## src/sid_pkg.sv

```systemverilog
package sid_pkg;
  // Clock and time base.
  localparam int          CLK_HZ      = 50_000_000;
  localparam int          TICK_CYC    = CLK_HZ / 1000;  // Cycles per 1 ms tick.
  localparam int          MSG_TIME_S  = 2;
  localparam real         ALT_TIME_S  = 0.5;
  localparam logic [11:0] MSG_MS      = 12'(MSG_TIME_S * 1000);
  localparam logic [11:0] ALT_MS      = 12'(int'(ALT_TIME_S * 1000.0));
  localparam logic [11:0] BLINK_MS    = 12'h0FA;        // 250 ms blink half period.
  localparam logic [11:0] SLOW_MS     = 12'h1F4;        // 500 ms run LED flash.
  localparam logic [11:0] FAST_MS     = 12'h064;        // 100 ms link LED flash.

  // Register word offsets (byte address bits 7:2).
  localparam logic [5:0] A_CTRL  = 6'h00;
  localparam logic [5:0] A_ERR   = 6'h01;
  localparam logic [5:0] A_WARN  = 6'h02;
  localparam logic [5:0] A_TASK  = 6'h03;
  localparam logic [5:0] A_LINE  = 6'h04;
  localparam logic [5:0] A_BKRES = 6'h05;
  localparam logic [5:0] A_ISTAT = 6'h06;
  localparam logic [5:0] A_ICLR  = 6'h07;
  localparam logic [5:0] A_IEN   = 6'h08;
  localparam logic [5:0] A_STAT  = 6'h09;

  // Control register fields.
  localparam int C_DONE = 0;
  localparam int C_MODE = 1;   // Two bits.
  localparam int C_ESTOP = 3;
  localparam int C_DOOR = 4;
  localparam int C_READY = 5;
  localparam int C_RUN = 6;
  localparam int C_PAUSE = 7;
  localparam int C_BKBUSY = 8;
  localparam int C_RECOV = 9;
  localparam int C_ACDROP = 10;
  localparam int C_SWSD = 11;
  localparam int C_RERR = 12;
  localparam int C_DUST = 13;  // Two bits.
  localparam int NUM_ACT = 16; // Active bit of error and warning words.
  localparam int LN_TASK = 16; // Task index field of the line word.
  localparam logic [31:0] CTRL_RST = 32'h0000_0000;
  localparam logic [3:0]  TASK_RST = 4'h1;

  // Interrupt bits.
  localparam int IRQ_OK = 0;
  localparam int IRQ_FAIL = 1;
  localparam int IRQ_END = 2;

  // Particular status codes.
  localparam logic [15:0] CODE_RECOV = 16'h9999;
  localparam logic [15:0] CODE_ACDROP = 16'h9998;
  localparam logic [15:0] CODE_SWSD = 16'h9997;

  // Default glyphs, segments gfedcba, leftmost digit in the top bits.
  localparam logic [27:0] GLY_BKA   = {7'h7C, 7'h77, 7'h40, 7'h40};
  localparam logic [27:0] GLY_BKB   = {7'h40, 7'h40, 7'h7C, 7'h77};
  localparam logic [27:0] GLY_OK    = {7'h7C, 7'h5C, 7'h5C, 7'h00};
  localparam logic [27:0] GLY_FAIL  = {7'h7C, 7'h79, 7'h79, 7'h00};
  localparam logic [27:0] GLY_ERR   = {7'h79, 7'h50, 7'h50, 7'h00};
  localparam logic [27:0] GLY_WARN  = {7'h40, 7'h77, 7'h40, 7'h00};
  localparam logic [27:0] GLY_ESTOP = {7'h79, 7'h6D, 7'h40, 7'h40};
  localparam logic [27:0] GLY_DOOR  = {7'h5E, 7'h50, 7'h40, 7'h40};
  localparam logic [27:0] GLY_READY = {7'h50, 7'h5E, 7'h6E, 7'h00};
  localparam logic [6:0]  PFX_RUN   = 7'h79;
  localparam logic [6:0]  PFX_PAUSE = 7'h73;

  typedef enum logic [1:0] {
    MODE_TEST = 2'b00, MODE_TEACH = 2'b01, MODE_AUTO = 2'b10, MODE_PROG = 2'b11
  } sid_mode_e;

  typedef enum logic [1:0] {
    DU_OFF = 2'b00, DU_POWER = 2'b01, DU_LINK = 2'b10, DU_NORMAL = 2'b11
  } sid_du_e;

  typedef enum logic [3:0] {
    SH_BLANK = 4'h0, SH_RECOV = 4'h1, SH_ACDROP = 4'h2, SH_SWSD = 4'h3,
    SH_BKBUSY = 4'h4, SH_BKOK = 4'h5, SH_BKFAIL = 4'h6, SH_ERR = 4'h7,
    SH_WARN = 4'h8, SH_ESTOP = 4'h9, SH_DOOR = 4'hA, SH_READY = 4'hB,
    SH_RUN = 4'hC, SH_PAUSE = 4'hD, SH_IDLE = 4'hE
  } sid_show_e;

  // Hex digit to segment pattern.
  function automatic logic [6:0] sid_seg7(input logic [3:0] h);
    logic [6:0] s;
    unique case (h)
      4'h0: s = 7'h3F;
      4'h1: s = 7'h06;
      4'h2: s = 7'h5B;
      4'h3: s = 7'h4F;
      4'h4: s = 7'h66;
      4'h5: s = 7'h6D;
      4'h6: s = 7'h7D;
      4'h7: s = 7'h07;
      4'h8: s = 7'h7F;
      4'h9: s = 7'h6F;
      4'hA: s = 7'h77;
      4'hB: s = 7'h7C;
      4'hC: s = 7'h39;
      4'hD: s = 7'h5E;
      4'hE: s = 7'h79;
      4'hF: s = 7'h71;
    endcase
    return s;
  endfunction : sid_seg7
endpackage : sid_pkg

```

## src/sid_du_if.sv

```systemverilog
`timescale 1ns/1ps
// Control side to drive unit LED logic.
interface sid_du_if;
  import sid_pkg::*;
  logic    tick;
  sid_du_e st;
  logic    auto_mode;
  logic    robot_err;
  logic    estop;
  logic    run_led;
  logic    auto_led;
  logic    err_led;
  logic    link_led;
  modport ctl (output tick, st, auto_mode, robot_err, estop,
               input run_led, auto_led, err_led, link_led);
  modport drv (input tick, st, auto_mode, robot_err, estop,
               output run_led, auto_led, err_led, link_led);
endinterface : sid_du_if

```

## src/sid_status_top.sv

```systemverilog
`timescale 1ns/1ps
module sid_status_top
  import sid_pkg::*;
#(
  parameter int          TICK_CYC_P  = TICK_CYC,
  parameter logic [11:0] BLINK_MS_P  = BLINK_MS,
  parameter logic [11:0] SLOW_MS_P   = SLOW_MS,
  parameter logic [11:0] FAST_MS_P   = FAST_MS,
  parameter logic [27:0] GLY_ESTOP_P = GLY_ESTOP,
  parameter logic [27:0] GLY_DOOR_P  = GLY_DOOR,
  parameter logic [27:0] GLY_READY_P = GLY_READY
) (
  // Clock and reset.
  input  wire logic        clk_sys,
  input  wire logic        rst_n,
  // Wishbone slave.
  input  wire logic        wb_cyc_i,
  input  wire logic        wb_stb_i,
  input  wire logic        wb_we_i,
  input  wire logic [7:0]  wb_adr_i,
  input  wire logic [3:0]  wb_sel_i,
  input  wire logic [31:0] wb_dat_i,
  output logic      [31:0] wb_dat_o,
  output logic             wb_ack_o,
  // Control unit indicators.
  output logic      [3:0]  mode_led,
  output logic      [27:0] seg_out,
  // Drive unit indicators.
  output logic             du_run_led,
  output logic             du_auto_led,
  output logic             du_err_led,
  output logic             du_link_led,
  // Interrupt.
  output logic             irq
);
  sid_du_if du ();

  logic [15:0] tick_cnt_q;
  logic        tick_q;
  logic        wr;
  logic        rd;
  logic [5:0]  widx;
  logic [31:0] ctrl_q;
  logic [16:0] err_q;
  logic [16:0] warn_q;
  logic [3:0]  task_q;
  logic [11:0] line_q [16];
  logic [11:0] line_sel;
  logic [2:0]  ev;
  logic [2:0]  istat_q;
  logic [2:0]  ien_q;
  logic        msg_on_q;
  logic        msg_fail_q;
  logic [11:0] msg_ms_q;
  logic [11:0] alt_ms_q;
  logic        alt_q;
  logic [11:0] blk_ms_q;
  logic        blink_q;
  sid_show_e   show_d;
  sid_show_e   show_q;
  logic [27:0] seg_d;
  sid_mode_e   mode;

  // Merge written bytes into an old word under the byte selects.
  function automatic logic [31:0] wmerge(input logic [31:0] o, input logic [31:0] d,
                                         input logic [3:0] s);
    logic [31:0] m;
    m = {{8{s[3]}}, {8{s[2]}}, {8{s[1]}}, {8{s[0]}}};
    return (o & ~m) | (d & m);
  endfunction : wmerge

  // Four BCD digits to segment patterns.
  function automatic logic [27:0] num4(input logic [15:0] b);
    return {sid_seg7(b[15:12]), sid_seg7(b[11:8]), sid_seg7(b[7:4]), sid_seg7(b[3:0])};
  endfunction : num4

  // Millisecond tick; every timer counts these so the long counts stay narrow.
  always_ff @(posedge clk_sys or negedge rst_n) begin
    if (!rst_n) begin
      tick_cnt_q <= 16'h0000;
      tick_q     <= 1'b0;
    end else if (tick_cnt_q >= 16'(TICK_CYC_P - 1)) begin
      tick_cnt_q <= 16'h0000;
      tick_q     <= 1'b1;
    end else begin
      tick_cnt_q <= tick_cnt_q + 16'h0001;
      tick_q     <= 1'b0;
    end
  end

  // Classic Wishbone: one wait state, ack drops in the cycle after it was given.
  assign widx = wb_adr_i[7:2];
  assign wr   = wb_cyc_i & wb_stb_i & wb_we_i & ~wb_ack_o;
  assign rd   = wb_cyc_i & wb_stb_i & ~wb_we_i & ~wb_ack_o;

  always_ff @(posedge clk_sys or negedge rst_n) begin
    if (!rst_n) begin
      wb_ack_o <= 1'b0;
    end else begin
      wb_ack_o <= wb_cyc_i & wb_stb_i & ~wb_ack_o;
    end
  end

  // Status words written by system software.
  always_ff @(posedge clk_sys or negedge rst_n) begin
    if (!rst_n) begin
      ctrl_q <= CTRL_RST;
      err_q  <= 17'h00000;
      warn_q <= 17'h00000;
    end else if (wr) begin
      if (widx == A_CTRL) begin
        ctrl_q <= wmerge(ctrl_q, wb_dat_i, wb_sel_i);
      end
      if (widx == A_ERR) begin
        err_q <= 17'(wmerge({15'h0000, err_q}, wb_dat_i, wb_sel_i));
      end
      if (widx == A_WARN) begin
        warn_q <= 17'(wmerge({15'h0000, warn_q}, wb_dat_i, wb_sel_i));
      end
    end
  end

  // Task select starts at task 1; any write with the low byte picks a task.
  always_ff @(posedge clk_sys or negedge rst_n) begin
    if (!rst_n) begin
      task_q <= TASK_RST;
    end else if (wr && widx == A_TASK && wb_sel_i[0]) begin
      task_q <= wb_dat_i[3:0];
    end
  end

  // Execution line per task; the word carries its own task index.
  for (genvar gt = 0; gt < 16; gt++) begin : g_line
    always_ff @(posedge clk_sys or negedge rst_n) begin
      if (!rst_n) begin
        line_q[gt] <= 12'h000;
      end else if (wr && widx == A_LINE && wb_dat_i[LN_TASK +: 4] == 4'(gt)) begin
        line_q[gt] <= wb_dat_i[11:0];
      end
    end
  end
  assign line_sel = line_q[task_q];

  // Backup results arrive as write-only pulses; they also raise events.
  assign ev[IRQ_OK]   = wr && widx == A_BKRES && wb_dat_i[0];
  assign ev[IRQ_FAIL] = wr && widx == A_BKRES && wb_dat_i[1] && !wb_dat_i[0];
  assign ev[IRQ_END]  = msg_on_q && tick_q && msg_ms_q == 12'h000;

  // Result message timer: counts whole ms ticks, then hands back the display.
  always_ff @(posedge clk_sys or negedge rst_n) begin
    if (!rst_n) begin
      msg_on_q   <= 1'b0;
      msg_fail_q <= 1'b0;
      msg_ms_q   <= 12'h000;
    end else if (ev[IRQ_OK] || ev[IRQ_FAIL]) begin
      msg_on_q   <= 1'b1;
      msg_fail_q <= ev[IRQ_FAIL];
      msg_ms_q   <= MSG_MS - 12'h001;
    end else if (msg_on_q && tick_q) begin
      if (msg_ms_q == 12'h000) begin
        msg_on_q <= 1'b0;
      end else begin
        msg_ms_q <= msg_ms_q - 12'h001;
      end
    end
  end

  // Sticky interrupt bits; a new event in the clearing cycle survives.
  always_ff @(posedge clk_sys or negedge rst_n) begin
    if (!rst_n) begin
      istat_q <= 3'h0;
      ien_q   <= 3'h0;
    end else begin
      if (wr && widx == A_ICLR) begin
        istat_q <= (istat_q & ~wb_dat_i[2:0]) | ev;
      end else begin
        istat_q <= istat_q | ev;
      end
      if (wr && widx == A_IEN) begin
        ien_q <= wb_dat_i[2:0];
      end
    end
  end

  // Interrupt level, registered so the pin comes from a flop.
  always_ff @(posedge clk_sys or negedge rst_n) begin
    if (!rst_n) begin
      irq <= 1'b0;
    end else begin
      irq <= |(istat_q & ien_q);
    end
  end

  // Read data is captured with ack; write-only and unmapped words read zero.
  always_ff @(posedge clk_sys or negedge rst_n) begin
    if (!rst_n) begin
      wb_dat_o <= 32'h0000_0000;
    end else if (rd) begin
      unique case (widx)
        A_CTRL:  wb_dat_o <= ctrl_q;
        A_ERR:   wb_dat_o <= {15'h0000, err_q};
        A_WARN:  wb_dat_o <= {15'h0000, warn_q};
        A_TASK:  wb_dat_o <= {28'h0000000, task_q};
        A_LINE:  wb_dat_o <= {12'h000, task_q, 4'h0, line_sel};
        A_ISTAT: wb_dat_o <= {29'h00000000, istat_q};
        A_IEN:   wb_dat_o <= {29'h00000000, ien_q};
        A_STAT:  wb_dat_o <= {25'h0000000, show_q, alt_q, blink_q, msg_on_q};
        default: wb_dat_o <= 32'h0000_0000;
      endcase
    end
  end

  // Alternation clock; restarts on a status change so the number shows first.
  always_ff @(posedge clk_sys or negedge rst_n) begin
    if (!rst_n) begin
      alt_ms_q <= 12'h000;
      alt_q    <= 1'b0;
    end else if (show_d != show_q) begin
      alt_ms_q <= 12'h000;
      alt_q    <= 1'b0;
    end else if (tick_q) begin
      if (alt_ms_q >= ALT_MS - 12'h001) begin
        alt_ms_q <= 12'h000;
        alt_q    <= ~alt_q;
      end else begin
        alt_ms_q <= alt_ms_q + 12'h001;
      end
    end
  end

  // Free-running blink for the mode LEDs and blinking display states.
  always_ff @(posedge clk_sys or negedge rst_n) begin
    if (!rst_n) begin
      blk_ms_q <= 12'h000;
      blink_q  <= 1'b0;
    end else if (tick_q) begin
      if (blk_ms_q >= BLINK_MS_P - 12'h001) begin
        blk_ms_q <= 12'h000;
        blink_q  <= ~blink_q;
      end else begin
        blk_ms_q <= blk_ms_q + 12'h001;
      end
    end
  end

  // Pick the one status to show; particular shutdown codes outrank the table.
  always_comb begin
    if (!ctrl_q[C_DONE]) begin
      show_d = SH_BLANK;
    end else if (ctrl_q[C_RECOV]) begin
      show_d = SH_RECOV;
    end else if (ctrl_q[C_ACDROP]) begin
      show_d = SH_ACDROP;
    end else if (ctrl_q[C_SWSD]) begin
      show_d = SH_SWSD;
    end else if (ctrl_q[C_BKBUSY]) begin
      show_d = SH_BKBUSY;
    end else if (msg_on_q && !msg_fail_q) begin
      show_d = SH_BKOK;
    end else if (msg_on_q) begin
      show_d = SH_BKFAIL;
    end else if (err_q[NUM_ACT]) begin
      show_d = SH_ERR;
    end else if (warn_q[NUM_ACT]) begin
      show_d = SH_WARN;
    end else if (ctrl_q[C_ESTOP]) begin
      show_d = SH_ESTOP;
    end else if (ctrl_q[C_DOOR]) begin
      show_d = SH_DOOR;
    end else if (ctrl_q[C_READY]) begin
      show_d = SH_READY;
    end else if (ctrl_q[C_RUN]) begin
      show_d = SH_RUN;
    end else if (ctrl_q[C_PAUSE]) begin
      show_d = SH_PAUSE;
    end else begin
      show_d = SH_IDLE;
    end
  end

  // Compose segments for the chosen status.
  always_comb begin
    unique case (show_q)
      SH_RECOV:  seg_d = num4(CODE_RECOV);
      SH_ACDROP: seg_d = num4(CODE_ACDROP);
      SH_SWSD:   seg_d = num4(CODE_SWSD);
      SH_BKBUSY: seg_d = alt_q ? GLY_BKB : GLY_BKA;
      SH_BKOK:   seg_d = GLY_OK;
      SH_BKFAIL: seg_d = GLY_FAIL;
      SH_ERR:    seg_d = alt_q ? GLY_ERR : num4(err_q[15:0]);
      SH_WARN:   seg_d = alt_q ? GLY_WARN : num4(warn_q[15:0]);
      SH_ESTOP:  seg_d = blink_q ? GLY_ESTOP_P : 28'h0000000;
      SH_DOOR:   seg_d = blink_q ? GLY_DOOR_P : 28'h0000000;
      SH_READY:  seg_d = blink_q ? GLY_READY_P : 28'h0000000;
      SH_RUN:    seg_d = blink_q ? {PFX_RUN, 21'(num4({4'h0, line_sel}))} : 28'h0000000;
      SH_PAUSE:  seg_d = blink_q ? {PFX_PAUSE, 21'(num4({4'h0, line_sel}))} : 28'h0000000;
      default:   seg_d = 28'h0000000;
    endcase
  end

  // Display selection and segments; two cycles of latency are invisible to a viewer.
  always_ff @(posedge clk_sys or negedge rst_n) begin
    if (!rst_n) begin
      show_q  <= SH_BLANK;
      seg_out <= 28'h0000000;
    end else begin
      show_q  <= show_d;
      seg_out <= seg_d;
    end
  end

  // Mode LEDs: all blink until startup, then one-hot on the mode.
  assign mode = sid_mode_e'(ctrl_q[C_MODE +: 2]);
  always_ff @(posedge clk_sys or negedge rst_n) begin
    if (!rst_n) begin
      mode_led <= 4'h0;
    end else if (!ctrl_q[C_DONE]) begin
      mode_led <= {4{blink_q}};
    end else begin
      mode_led <= 4'h1 << mode;
    end
  end

  // Drive unit side.
  assign du.tick      = tick_q;
  assign du.st        = sid_du_e'(ctrl_q[C_DUST +: 2]);
  assign du.auto_mode = (mode == MODE_AUTO);
  assign du.robot_err = ctrl_q[C_RERR];
  assign du.estop     = ctrl_q[C_ESTOP];

  sid_drive_unit #(
    .SLOW_MS_P (SLOW_MS_P),
    .FAST_MS_P (FAST_MS_P)
  ) u_du (
    .clk_sys (clk_sys),
    .rst_n   (rst_n),
    .du      (du.drv)
  );

  assign du_run_led  = du.run_led;
  assign du_auto_led = du.auto_led;
  assign du_err_led  = du.err_led;
  assign du_link_led = du.link_led;
endmodule : sid_status_top

```

## src/sid_drive_unit.sv

```systemverilog
`timescale 1ns/1ps
module sid_drive_unit
  import sid_pkg::*;
#(
  parameter logic [11:0] SLOW_MS_P = SLOW_MS,
  parameter logic [11:0] FAST_MS_P = FAST_MS
) (
  // Clock and reset.
  input wire logic clk_sys,
  input wire logic rst_n,
  // Status in, LEDs out.
  sid_du_if.drv    du
);
  logic [1:0] fl_q;

  // Two flash generators on the ms tick: index 0 slow, index 1 rapid.
  for (genvar gi = 0; gi < 2; gi++) begin : g_flash
    localparam logic [11:0] PER = (gi == 0) ? SLOW_MS_P : FAST_MS_P;
    logic [11:0] cnt_q;
    always_ff @(posedge clk_sys or negedge rst_n) begin
      if (!rst_n) begin
        cnt_q    <= 12'h000;
        fl_q[gi] <= 1'b0;
      end else if (du.tick) begin
        if (cnt_q >= PER - 12'h001) begin
          cnt_q    <= 12'h000;
          fl_q[gi] <= ~fl_q[gi];
        end else begin
          cnt_q <= cnt_q + 12'h001;
        end
      end
    end
  end

  // LEDs follow the startup state; mode and error only once connected.
  always_ff @(posedge clk_sys or negedge rst_n) begin
    if (!rst_n) begin
      du.run_led  <= 1'b0;
      du.auto_led <= 1'b0;
      du.err_led  <= 1'b0;
      du.link_led <= 1'b0;
    end else begin
      unique case (du.st)
        DU_OFF: begin
          du.run_led  <= 1'b0;
          du.auto_led <= 1'b0;
          du.err_led  <= 1'b0;
          du.link_led <= 1'b0;
        end
        DU_POWER: begin
          du.run_led  <= fl_q[0];
          du.auto_led <= 1'b0;
          du.err_led  <= 1'b0;
          du.link_led <= 1'b0;
        end
        DU_LINK: begin
          du.run_led  <= fl_q[0];
          du.auto_led <= 1'b0;
          du.err_led  <= 1'b0;
          du.link_led <= fl_q[1];
        end
        DU_NORMAL: begin
          du.run_led  <= 1'b1;
          du.link_led <= fl_q[1];
          du.auto_led <= du.auto_mode;
          // Emergency stop outranks a robot error: steady beats flashing.
          du.err_led  <= du.estop | (du.robot_err & fl_q[0]);
        end
      endcase
    end
  end
endmodule : sid_drive_unit

```

## config.mk

```make
export PLATFORM = sky130hd
export DESIGN_NAME = sid_status_top
export DESIGN_NICKNAME = d
export VERILOG_FILES = /design/src/sid_pkg.sv /design/src/sid_du_if.sv /design/src/sid_status_top.sv /design/src/sid_drive_unit.sv
export SDC_FILE = /design/constraint.sdc
export NUM_CORES = 1
export LEC_CHECK = 0
export BUFFER_PORTS_ARGS = -buffer_cell sky130_fd_sc_hd__buf_2
export CORE_ASPECT_RATIO = 1.75
export CORE_MARGIN = 5
export CORE_UTILIZATION = 35
export CTS_CLUSTER_SIZE = 8
export DETAILED_ROUTE_END_ITERATION = 10
export PLACE_DENSITY = 0.61
export SYNTH_ARGS = -nofsm -noshare
export SYNTH_HDL_FRONTEND = slang
export SYNTH_SLANG_ARGS = --single-unit
```

## constraint.sdc

```tcl
create_clock -name clk_sys -period 9.4 [get_ports clk_sys]
set_input_delay 0.47 -clock clk_sys [delete_from_list [all_inputs] [get_ports clk_sys]]
set_output_delay 0.47 -clock clk_sys [all_outputs]
set_load 0.1 [all_outputs]
```

Word-level counts from Yosys, hierarchy flattened
Memories as Yosys holds them, arrays and structs flattened. Index checks and enable logic that the tools add are counted.

$add $sub $neg: 6. $lt $le $gt $ge: 6. Equal/unequal tests: 43. Shifts and indexed selects: 1. Muxes and demuxes: 50. Bitwise gates (word level): 28. Reduce and logical (&&, ||, !) cells: 53.

Operators by type and width (count): case mux 28 bit (13 select lines) (1); case mux 32 bit (8 select lines) (1); two-way mux 28 bit (7); two-way mux 12 bit (11); AND 32 bit (2); equality test 4 bit, second input constant (14); adder 12 x 1 -> 12 bit, second input constant (4); binary-select mux 12 bit (select 4 bit) (1); two-way mux 4 bit (9); AND 17 bit (2); bitwise OR 17 bit (2); equality test 4 x 3 -> 1 bit, second input constant (8); NOT 32 bit (1); bitwise OR 32 bit (1); logical AND 1 bit (28); two-way mux 27 bit (1); equality test 6 x 3 -> 1 bit, second input constant (4); greater-or-equal comparator 12 x 9 -> 1 bit, second input constant (2); AND reduction 2 bit (9); adder 16 x 1 -> 16 bit, second input constant (1); equality test 4 x 2 -> 1 bit, second input constant (4); greater-or-equal comparator 16 bit, second input constant (1); two-way mux 16 bit (1); two-way mux 3 bit (5); 33 further kinds (67).

Bits in registers: 425. ROM bits: 1568. Input port bits: 49. Logic and storage cells: 246. Memories: 14.

Memory list: (no name shown) (words 16, bits a word 7, rd ports 1, clocked after Yosys merged registers in 0, wr ports 0, RTL line sid_pkg.sv:85) `unique case (h)`; (no name shown) (words 16, bits a word 7, rd ports 1, clocked after Yosys merged registers in 0, wr ports 0, RTL line sid_pkg.sv:85); (no name shown) (words 16, bits a word 7, rd ports 1, clocked after Yosys merged registers in 0, wr ports 0, RTL line sid_pkg.sv:85); (no name shown) (words 16, bits a word 7, rd ports 1, clocked after Yosys merged registers in 0, wr ports 0, RTL line sid_pkg.sv:85); (no name shown) (words 16, bits a word 7, rd ports 1, clocked after Yosys merged registers in 0, wr ports 0, RTL line sid_pkg.sv:85); (no name shown) (words 16, bits a word 7, rd ports 1, clocked after Yosys merged registers in 0, wr ports 0, RTL line sid_pkg.sv:85); +8 memories.

Logic depth before layout (Yosys ltp)
Gate-level depths: netlist of run 1.

Depth in word-level cells: 17. Depth in mapped cells: 13.

Modules after synthesis
From an unflattened synthesis of run 1, not the netlist that was laid out.

Cells, all modules: 2005. Area, all modules: 22370.2 µm².

By module, submodules not included: sid_status_top (times used 1, cells each 1862, area each 20952.6 µm²); sid_drive_unit (times used 1, cells each 143, area each 1417.6 µm²).

Worst setup path after synthesis of run 1
No wires, ideal clock.

Path type: register to register. Start: register task_q[0]. End: register seg_out[6]. Setup time: 0.139 ns. Data arrival time: 2.877 ns. Required time: 9.261 ns. Setup slack: 6.385 ns. Cell stages (with the launch flop): 10. Path buffers: 3. Period minus slack after synthesis: 3.015 ns. Path through: dfstp_2 > buf_6 > buf_8 > buf_4 > mux4_2 > mux4_2 > inv_1 > ha_1 > a221oi_1 > or4_1.

Word-level cells in the longest chain between the ends: 7. Elaborated cells between the ends (all ways): 9. Those cells by class: mux (6); bitwise (1); memory (2).

Ends and longest elaborated chain: start, declared (RTL line sid_status_top.sv:46) `logic [3:0] task_q;`; start signal, assigned (RTL line sid_status_top.sv:128) `task_q <= wb_dat_i[3:0];`; NOT 4 -> 5 bit (implied by the code) (*) (RTL line sid_status_top.sv:142) `assign line_sel = line_q[task_q];`; binary-select mux 12 bit (select 4 bit) (*) (RTL line sid_status_top.sv:142); two-way mux 12 bit (implied by the code) (*) (2 in a row) (RTL line sid_status_top.sv:142); memory (16 x 7 bit); two-way mux 28 bit (on tied branches) (RTL line sid_status_top.sv:296, sid_status_top.sv:295); case mux 28 bit (13 select lines) (*) (RTL line sid_status_top.sv:283) `unique case (show_q)`; named net seg_d[6] (RTL line sid_status_top.sv:61) `logic [27:0] seg_d;`; end signal, assigned (RTL line sid_status_top.sv:308) `seg_out <= seg_d;`; end, declared (RTL line sid_status_top.sv:27) `output logic [27:0] seg_out,`.

The timed path passes the listed nets; every way through them passes the cells marked *. The select of a mux whose other input is x is not followed. A chain may end at the register's enable or synchronous reset.

Worst setup path in the final report of run 1
Start: register task_q[0]. End: register seg_out[4].

Same word-level chain as after synthesis.

==> results of run 1 <==
## routing by layer
metal  up-vias  wire (um)  track usage
met5         -         40            0
li1       7238          -            -
met4         4       3700       0.0947
met1      8134      22500        0.186
met2       453      32900        0.329
met3       169       2280       0.0219
## how the worst max path moves through the flow
stage,start,end,cells past startpoint
CTS,task_q[0]$_DFFE_PN1P_,seg_out[4]$_DFF_PN0_,8
floorplan,task_q[0]$_DFFE_PN1P_,seg_out[6]$_DFF_PN0_,9
finish,task_q[0]$_DFFE_PN1P_,seg_out[4]$_DFF_PN0_,8
global placement,task_q[0]$_DFFE_PN1P_,seg_out[4]$_DFF_PN0_,8
global route,task_q[0]$_DFFE_PN1P_,seg_out[10]$_DFF_PN0_,8
detailed placement,task_q[0]$_DFFE_PN1P_,seg_out[4]$_DFF_PN0_,8
## Yosys cell counts (5+ instances only)
master	count	area [sq um]
and3_1	21	131
a32oi_1	5	43.8
a22oi_1	12	90.1
mux4_1	10	263
mux2i_1	31	310
a21oi_1	75	375
a21boi_0	11	82.6
o31ai_1	12	90.1
inv_1	70	263
ha_1	69	863
nand3b_1	6	45.0
a222oi_1	20	200
buf_1	20	75.1
nand3_1	48	240
a221oi_1	6	52.6
o21ai_0	90	450
a22o_1	16	140
buf_2	23	115
nor4_1	9	56.3
nor3b_1	15	113
or2_2	8	50.1
xor2_1	22	193
nor3_1	30	150
nand4_1	11	68.8
o22ai_1	7	43.8
mux2_2	262	2950
a2111oi_0	14	123
a31oi_1	22	138
nor2_1	111	417
or3_1	11	68.8
nor2b_1	24	150
a211oi_1	13	97.6
nand2_1	136	510
mux4_2	49	1100
dfrtp_1	424	10600
o211ai_1	17	128
xnor2_1	18	158
clkbuf_1	98	368
nand2b_1	23	144
## logic make-up after synthesis
kind of cell,count (synthesis)
multiplexers,355
buffers and inverters,217
AO/OA/AOI/OAI,374
XOR/XNOR,40
AND/OR/NAND/NOR,477
flip-flops,425
adder cells (fa/ha/maj),69
## power by group
group          internal (uW)  switching [uW]
logic                   49.8             138
registers               1850            25.1
clock network           1100             773
## layout make-up
type                            instances  area, sq um
Antenna cell                            3         7.51
Fill cell                            5988        38100
Tap cell                              806         1010
Sequential cell                       425        10600
Multi-Input combinational cell       1315        10900
Inverter                               70          263
Clock inverter                          4         57.6
Timing Repair Buffer                  143          793
Clock buffer                           62         1490
## through the flow
stage / worst slack, ns / utilization / std cells / hold slack [ns]
4_1_cts: 5.59 / 0.397 / 2825 / 0.0466
3_5_place_dp: 5.59 / 0.373 / 2759 / 0.454
6_report: 5.63 / 0.397 / 2828 / 0.0125
3_3_place_gp: 5.63 / 0.373 / 2759 / 0.448
5_1_grt: 5.40 / 0.397 / 2825 / 0.0786
2_1_floorplan: 6.38 / - / 1957 / 0.174
==> flow_summary.ini, run 1 <==
[timing]
hold_viol = 0
skew_ns = 0.0197
period_share = 0.401
rsz0062_at_grt = no
worst_slew_pin_slew_ns = 1.32
fmax_ghz = 0.265
setup_viol = 0
min_period_ns = 3.77
slew_violations = 0
setup_tns_ns = 0
relSlewSlack = 0.111

[synth]
synth_nets = 2075
synth_top_family_by_area = multiplexers
yosysSeqAreaShare = 0.477
synth_compound_area_frac = 0.115
postSynthAreaPerCell_sq_um = 11.4
muxShareOfSynthArea = 0.209
synth_edf_count = 0
async_flop_share = 1.00
netlist_area_sq_um = 22300
ys_seq_elements = 425
ys.flop_type = dfrtp_1
yosys_warnings = 0
synthCells = 1957
synth-adder-area-share = 0.0387
yosys.area_share.simple = 0.106
synth_xor_area_frac = 0.0157
synth_cell_types = 81

[cts]
insertion_delay_ns = 0.61
clockBufferDepth = 3
tritoncts = done
cts_sinks = 425
cts_max_level = 2
cts_setup_buffers = 0
clk_pin_slew_ns = 0.06
post_cts_resized = 0
cts_made_buffers = 59
hold_buffers = 0
cts-root-buf = clkbuf_16

[worst_setup_path]
cp-end-kind = flip-flop
cp_slowest_cell = dfstp_4
critPathBufInv = 2
critPathRequiredTime_ns = 9.89
worstPathCellList = mux4_1 -> mux4_2 -> inv_1 -> ha_1 -> inv_1 -> o31ai_1 -> a21oi_1 -> a311o_1
crit_top_cell = inv_1
reg2reg_to = seg_out[4]$_DFF_PN0_
r2r_setup_slack_ns = 5.63
startpoint_type = flip-flop
crit_arrival_ns = 4.26
path_max_fanout = 51
r2r-start = task_q[0]$_DFFE_PN1P_
cp_slowest_stage_delay_ns = 1.23
critical_path_class = flip-flop to flip-flop
rr_worst_depth = 8
cp_top_family = multiplexers

[routing]
via_per_inst = 5.66
drc_errors = 0
ant_nets = 0
first_iter_violations = 1205
via_count = 16000
drt-total-wl_mm = 61.4
dr.pass1.iters = 6
routedWlPerCell_um = 21.7

[placed_design]
gp_congestion = 0.889
hpwl_mm = 43.9
io_buffers = 116
place_area_sq_um = 23600

[layout]
final_common_cell = dfrtp_1
final_area_sq_um = 25100
final_cell_mix = dfrtp_1 (423), mux2_2 (262), nand2_1 (136)
drive_above_1_share = 0.271
syn_to_final_growth_pct = 12.6
layout.nets = 2132

[global_route]
grt_start_max_net_pins = 137
grt_usage = 0.173
gr-total-overflow = 0
antenna_found_initial = 4
grt_pass1_wl_mm = 95.6
grt_pass1_vias = 16800

[flow_run]
maxCapViolCount = 0

[power]
p_per_area_nw_per_um2 = 157
ir_drop_mv = 0.131
cellLeakagePower_uw = 0.0116
p_total_uw = 3940

[die]
rows = 122
chipWidth_um = 201
die_area_sq_um = 69100
ioPinCount = 119
coreArea_sq_um = 63200
dieHeight_um = 344
start_util = 0.353

[status]
status = finished clean

[worst_hold_path]
hold_path_class = input port to async pin
(Power assumes the default switching activity.)
==> run 2: changes to the inputs <==
--- a/config.mk
+++ b/config.mk
@@ -11,7 +11,7 @@
 export CORE_UTILIZATION = 35
 export CTS_CLUSTER_SIZE = 8
 export DETAILED_ROUTE_END_ITERATION = 10
-export PLACE_DENSITY = 0.61
+export PLACE_DENSITY = 0.62
 export SYNTH_ARGS = -nofsm -noshare
 export SYNTH_HDL_FRONTEND = slang
 export SYNTH_SLANG_ARGS = --single-unit
==> constraint.sdc (replaced) <==
create_clock -name clk_sys -period 3.05 [get_ports clk_sys]
set_input_delay 0.1525 -clock clk_sys [delete_from_list [all_inputs] [get_ports clk_sys]]
set_output_delay 0.1525 -clock clk_sys [all_outputs]
set_load 0.1 [all_outputs]
==> run 2 against run 1 <==
  * Fmax up 26%
  * Cell count is 3.6% higher
  * Critical path depth grew 1
  * Clock skew rose by 0.013 ns
  * Wire length increased by 3.2%
  * Critical endpoint unchanged
  * Largest power group unchanged
==> flow_summary.ini, run 2 (synthesis results as in run 1) <==
[global_route]
grt_pass1_vias = 17300
antenna_found_initial = 3
gr-total-overflow = 0
top_usage_layer = met2
grt_util_met3 = 0.0227
grt_pass1_wl_mm = 99.6
grt_use_met1 = 0.190
grt_start_max_net_pins = 103
gr-usage-met2 = 0.349
grt_usage = 0.181

[status]
status = finished clean

[layout]
final_cell_mix = dfrtp_1 (423), mux2_2 (262), nand2_1 (136)
regArea_sq_um = 10600
multi_input_area_sq_um = 10900
final_common_cell = dfrtp_1
n_fill_cell = 5960
layout.nets = 2224
drive_above_1_share = 0.293
syn_to_final_growth_pct = 17.0

[timing]
period_share = 0.981
min_period_ns = 2.99
relSlewSlack = 0.366
fmax_ghz = 0.334
worst_slew_pin_slew_ns = 0.951
hold_viol = 0
slew_violations = 0
whs_ns = 0.0543
fin_ws_ns = 0.0570
rsz0062_at_grt = yes
skew_ns = 0.0329
setup_viol = 0

[routing]
via_per_inst = 5.58
routedWlPerCell_um = 21.7
first_iter_violations = 1036
drt-total-wl_mm = 63.4
via_count = 16300
drc_errors = 0
ant_nets = 0
dr.pass1.iters = 5

[power]
p_per_area_nw_per_um2 = 474
netSwitchingFraction = 0.231
cellLeakagePower_uw = 0.0122
p_seq_frac = 0.466
intPower_uw = 9520
ir_drop_mv = 0.352
comb_power_share = 0.052
clkPwrFrac = 0.482
switchingPower_uw = 2860

[placed_design]
gp_congestion = 0.914
dpl_worst_slack_ns = 0.0109
io_buffers = 116
hpwl_mm = 46.6

[die]
chipWidth_um = 201
die_area_sq_um = 69100
coreArea_sq_um = 63200
dieHeight_um = 344
start_util = 0.353
rows = 122
ioPinCount = 119

[cts]
clk_pin_slew_ns = 0.05
insertion_delay_ns = 0.61
tritoncts = done
cts_made_buffers = 59
clockBufferDepth = 3
cts-root-buf = clkbuf_16
cts_sinks = 425
cts_max_level = 2

[worst_setup_path]
cp_slowest_stage_delay_ns = 0.58
cp_slowest_cell = mux4_1
critPathRequiredTime_ns = 3.53
reg2reg_to = seg_out[4]$_DFF_PN0_
path_max_fanout = 18
cp-end-kind = flip-flop
worstPathCellList = buf_12 -> mux4_1 -> mux4_2 -> inv_2 -> ha_1 -> inv_1 -> o31ai_1 -> a21oi_1 -> a311o_1
r2r-start = task_q[0]$_DFFE_PN1P_
startpoint_type = flip-flop
critical_path_class = flip-flop to flip-flop
r2r_setup_slack_ns = 0.06
crit_arrival_ns = 3.47
rr_worst_depth = 9

[worst_hold_path]
hold_path_depth = 2
hold_path_class = input port to flip-flop
min_to = istat_q[1]$_DFF_PN0_
min_from = wb_dat_i[1]

[flow_run]
maxCapViolCount = 0
-- run 2: cell types whose count changed in the layout (fill, tap and decap cells not counted), moves of 3 or more --
| cell | before | now |
|---|---|---|
| dlygate4sd3_1 | 0 | 25 |
| buf_4 | 27 | 82 |
| inv_1 | 70 | 67 |
| clkbuf_1 | 3 | 13 |
| buf_12 | 0 | 11 |
| inv_2 | 0 | 3 |
-- run 2: repair_timing --
| action | CTS | global route |
|---|---|---|
| hold endpoints to repair | 212 | 0 |
| hold buffers | 25 | 0 |
| buffers inserted | 0 | 4 |
| setup endpoints to repair | 0 | 11 |
| gates resized for setup | 0 | 9 |
-- run 2: routing by layer --
metal / vias up / part of all wire
li1: 7428 / -
met1: 8344 / 0.36
met2: 397 / 0.54
met3: 164 / 0.035
met4: 4 / 0.057
met5: - / 0.00054
-- run 2: power by group through the flow --
stage	Clock (uW)	Combinational, uW	Sequential (uW)
5_1_grt	6310	709	5770
2_1_floorplan	0	260	5920
4_1_cts	6100	656	5770
6_report	5960	650	5770
3_5_place_dp	0	629	5860
3_3_place_gp	0	613	5860
-- run 2: area by class of cell --
cell class / count / share of cell area
inverters: 70 / 0.0101
multi-input cells: 1315 / 0.417
flip-flops and latches: 425 / 0.408
well taps: 806 / 0.0386
diodes: 2 / 0.000192
clock buffers: 75 / 0.0609
repair buffers: 235 / 0.0647
clock inverters: 1 / 0.00115
-- run 2: through the flow --
stage                      util  setup TNS [ns]  cell area [sq um]  total power, uW  instances
after floorplan               -               0              22300             6180       1957
after global placement    0.382               0              24200             6470       2822
after CTS                 0.412               0              26000            12500       2923
final                     0.413               0              26100            12400       2929
after global routing      0.413          -0.162              26100            12800       2927
after detailed placement  0.382               0              24200             6490       2822
-- run 2: critical path: cells and delay by family, from the launching register on --
family                   cells  cell delay (ns)
AO/OA/AOI/OAI                3             0.67
adder cells (fa/ha/maj)      1             0.19
buffers and inverters        3             0.38
flip-flops                   1             0.55
multiplexers                 2             1.10
-- run 2: how the worst max path moves through the flow --
stage                          startpoint                    end  cells after the start
finish              task_q[0]$_DFFE_PN1P_   seg_out[4]$_DFF_PN0_                      9
floorplan           task_q[0]$_DFFE_PN1P_   seg_out[6]$_DFF_PN0_                      9
global placement    task_q[0]$_DFFE_PN1P_   seg_out[4]$_DFF_PN0_                      9
CTS                 task_q[0]$_DFFE_PN1P_   seg_out[4]$_DFF_PN0_                      9
detailed placement  task_q[0]$_DFFE_PN1P_   seg_out[4]$_DFF_PN0_                      9
global route        task_q[0]$_DFFE_PN1P_  seg_out[17]$_DFF_PN0_                      9
==> run 3: changes to the inputs <==
--- a/config.mk
+++ b/config.mk
@@ -11,7 +11,7 @@
 export CORE_UTILIZATION = 35
 export CTS_CLUSTER_SIZE = 8
 export DETAILED_ROUTE_END_ITERATION = 10
-export PLACE_DENSITY = 0.62
+export PLACE_DENSITY = 0.61
 export SYNTH_ARGS = -nofsm -noshare
 export SYNTH_HDL_FRONTEND = slang
 export SYNTH_SLANG_ARGS = --single-unit
==> constraint.sdc (replaced) <==
create_clock -name clk_sys -period 3.7 [get_ports clk_sys]
set_input_delay 0.185 -clock clk_sys [delete_from_list [all_inputs] [get_ports clk_sys]]
set_output_delay 0.185 -clock clk_sys [all_outputs]
set_load 0.1 [all_outputs]
==> run 3 against run 2 <==
  * Fmax decreased by 11%
  * Register-to-register slack improved by 0.29 ns
  * Worst setup slack improved by 0.29 ns
  * Sequential share of layout area up 0.70 points
  * Combinational power is 21% lower
==> flow_summary.ini, run 3 (synthesis results as in run 1) <==
[global_route]
gr-total-overflow = 0
grt_pass1_vias = 16900
antenna_found_initial = 6
grt_pass1_wl_mm = 98.3
grt_start_max_net_pins = 111
grt_usage = 0.179

[cts]
cts_setup_buffers = 0
tritoncts = done
clockBufferDepth = 3
insertion_delay_ns = 0.62
post_cts_resized = 0
cts_sinks = 425
hold_buffers = 25
clk_pin_slew_ns = 0.05
cts-root-buf = clkbuf_16
cts_made_buffers = 59
cts_max_level = 2

[timing]
slew_violations = 0
hold_viol = 0
relSlewSlack = 0.133
skew_ns = 0.0327
period_share = 0.906
fmax_ghz = 0.298
min_period_ns = 3.35
worst_slew_pin_slew_ns = 1.29
rsz0062_at_grt = no
setup_tns_ns = 0
setup_viol = 0

[routing]
routedWlPerCell_um = 21.9
via_count = 16100
drt-total-wl_mm = 63.2
drc_errors = 0
dr.pass1.iters = 7
ant_nets = 0
via_per_inst = 5.60
first_iter_violations = 1103

[die]
ioPinCount = 119
die_area_sq_um = 69100
dieHeight_um = 344
chipWidth_um = 201
rows = 122
coreArea_sq_um = 63200
start_util = 0.353

[worst_hold_path]
hold_path_depth = 2
min_to = istat_q[1]$_DFF_PN0_
hold_path_class = input port to flip-flop
min_from = wb_adr_i[3]

[worst_setup_path]
crit_top_cell = inv_1
path_max_fanout = 25
critPathBufInv = 2
reg2reg_to = seg_out[4]$_DFF_PN0_
worstPathCellList = mux4_1 -> mux4_2 -> inv_1 -> ha_1 -> inv_1 -> o31ai_1 -> a21oi_1 -> a311o_1
startpoint_type = flip-flop
critPathRequiredTime_ns = 4.19
crit_arrival_ns = 3.84
rr_worst_depth = 8
cp_top_family = multiplexers
cp_slowest_cell = dfstp_4
r2r_setup_slack_ns = 0.35
cp-end-kind = flip-flop
r2r-start = task_q[0]$_DFFE_PN1P_
critical_path_class = flip-flop to flip-flop
cp_slowest_stage_delay_ns = 0.90

[status]
status = finished clean

[power]
cellLeakagePower_uw = 0.0119
ir_drop_mv = 0.324
p_per_area_nw_per_um2 = 391

[placed_design]
place_area_sq_um = 23900
gp_congestion = 0.878
hpwl_mm = 45.8
io_buffers = 116

[layout]
final_cell_mix = dfrtp_1 (423), mux2_2 (262), nand2_1 (136)
final_common_cell = dfrtp_1
drive_above_1_share = 0.278
syn_to_final_growth_pct = 15.1
n_fill_cell = 6012
layout.nets = 2186
final_area_sq_um = 25700

[flow_run]
maxCapViolCount = 0
==> run 3: per-layer routing <==
| layer | part of all wire | GRT usage | vias up |
|---|---|---|---|
| met1 | 0.37 | 0.194 | 8192 |
| met4 | 0.059 | 0.102 | 6 |
| met2 | 0.54 | 0.338 | 431 |
| met5 | 0.00074 | 0 | - |
| met3 | 0.034 | 0.0202 | 150 |
| li1 | - | - | 7359 |
==> run 3: worst max-delay path by stage <==
stage	startpoint	end	slack [ns]	cells past startpoint
4_1_cts	task_q[0]$_DFFE_PN1P_	seg_out[4]$_DFF_PN0_	0.33	8
6_report	task_q[0]$_DFFE_PN1P_	seg_out[4]$_DFF_PN0_	0.35	8
5_1_grt	task_q[0]$_DFFE_PN1P_	seg_out[18]$_DFF_PN0_	0.23	8
3_3_place_gp	task_q[0]$_DFFE_PN1P_	seg_out[4]$_DFF_PN0_	0.36	8
3_5_place_dp	task_q[0]$_DFFE_PN1P_	seg_out[4]$_DFF_PN0_	0.32	8
2_1_floorplan	task_q[0]$_DFFE_PN1P_	seg_out[6]$_DFF_PN0_	0.68	9
==> run 3: final cells by class <==
class	instances	area, sq um	share of cell area
Clock inverter	4	57.6	0.00224
Clock buffer	61	1480	0.0578
Timing Repair Buffer	197	1350	0.0525
Sequential cell	425	10600	0.415
Antenna cell	4	10.0	0.000390
Tap cell	806	1010	0.0393
Multi-Input combinational cell	1315	10900	0.423
Inverter	70	263	0.0102
==> run 3: worst register-to-register path: cells and delay by family (launching register included) <==
family                     cells  cell delay (ns)
muxes                          2             1.24
AOI/OAI and AO/OA              3             0.68
buffers and inverters          2             0.24
adders and majority gates      1             0.19
DFF                            1             0.90
==> run 3: report_power, final <==
part | total [uW] | switching, uW | internal [uW]
sequential | 4760 | 64.3 | 4700
combinational | 516 | 361 | 155
clock | 4750 | 1950 | 2800
==> run 3: stage by stage <==
stage          hold slack [ns]  power (uW)  worst slack, ns  instances   util
2_1_floorplan           -0.111        5090            0.685       1957      -
3_3_place_gp             0.326        5320            0.359       2788  0.378
3_5_place_dp             0.336        5340            0.320       2788  0.378
4_1_cts                 0.0103       10200            0.330       2878  0.406
5_1_grt                 0.0356       10400            0.230       2878  0.406
6_report                0.0467       10000            0.347       2882  0.406
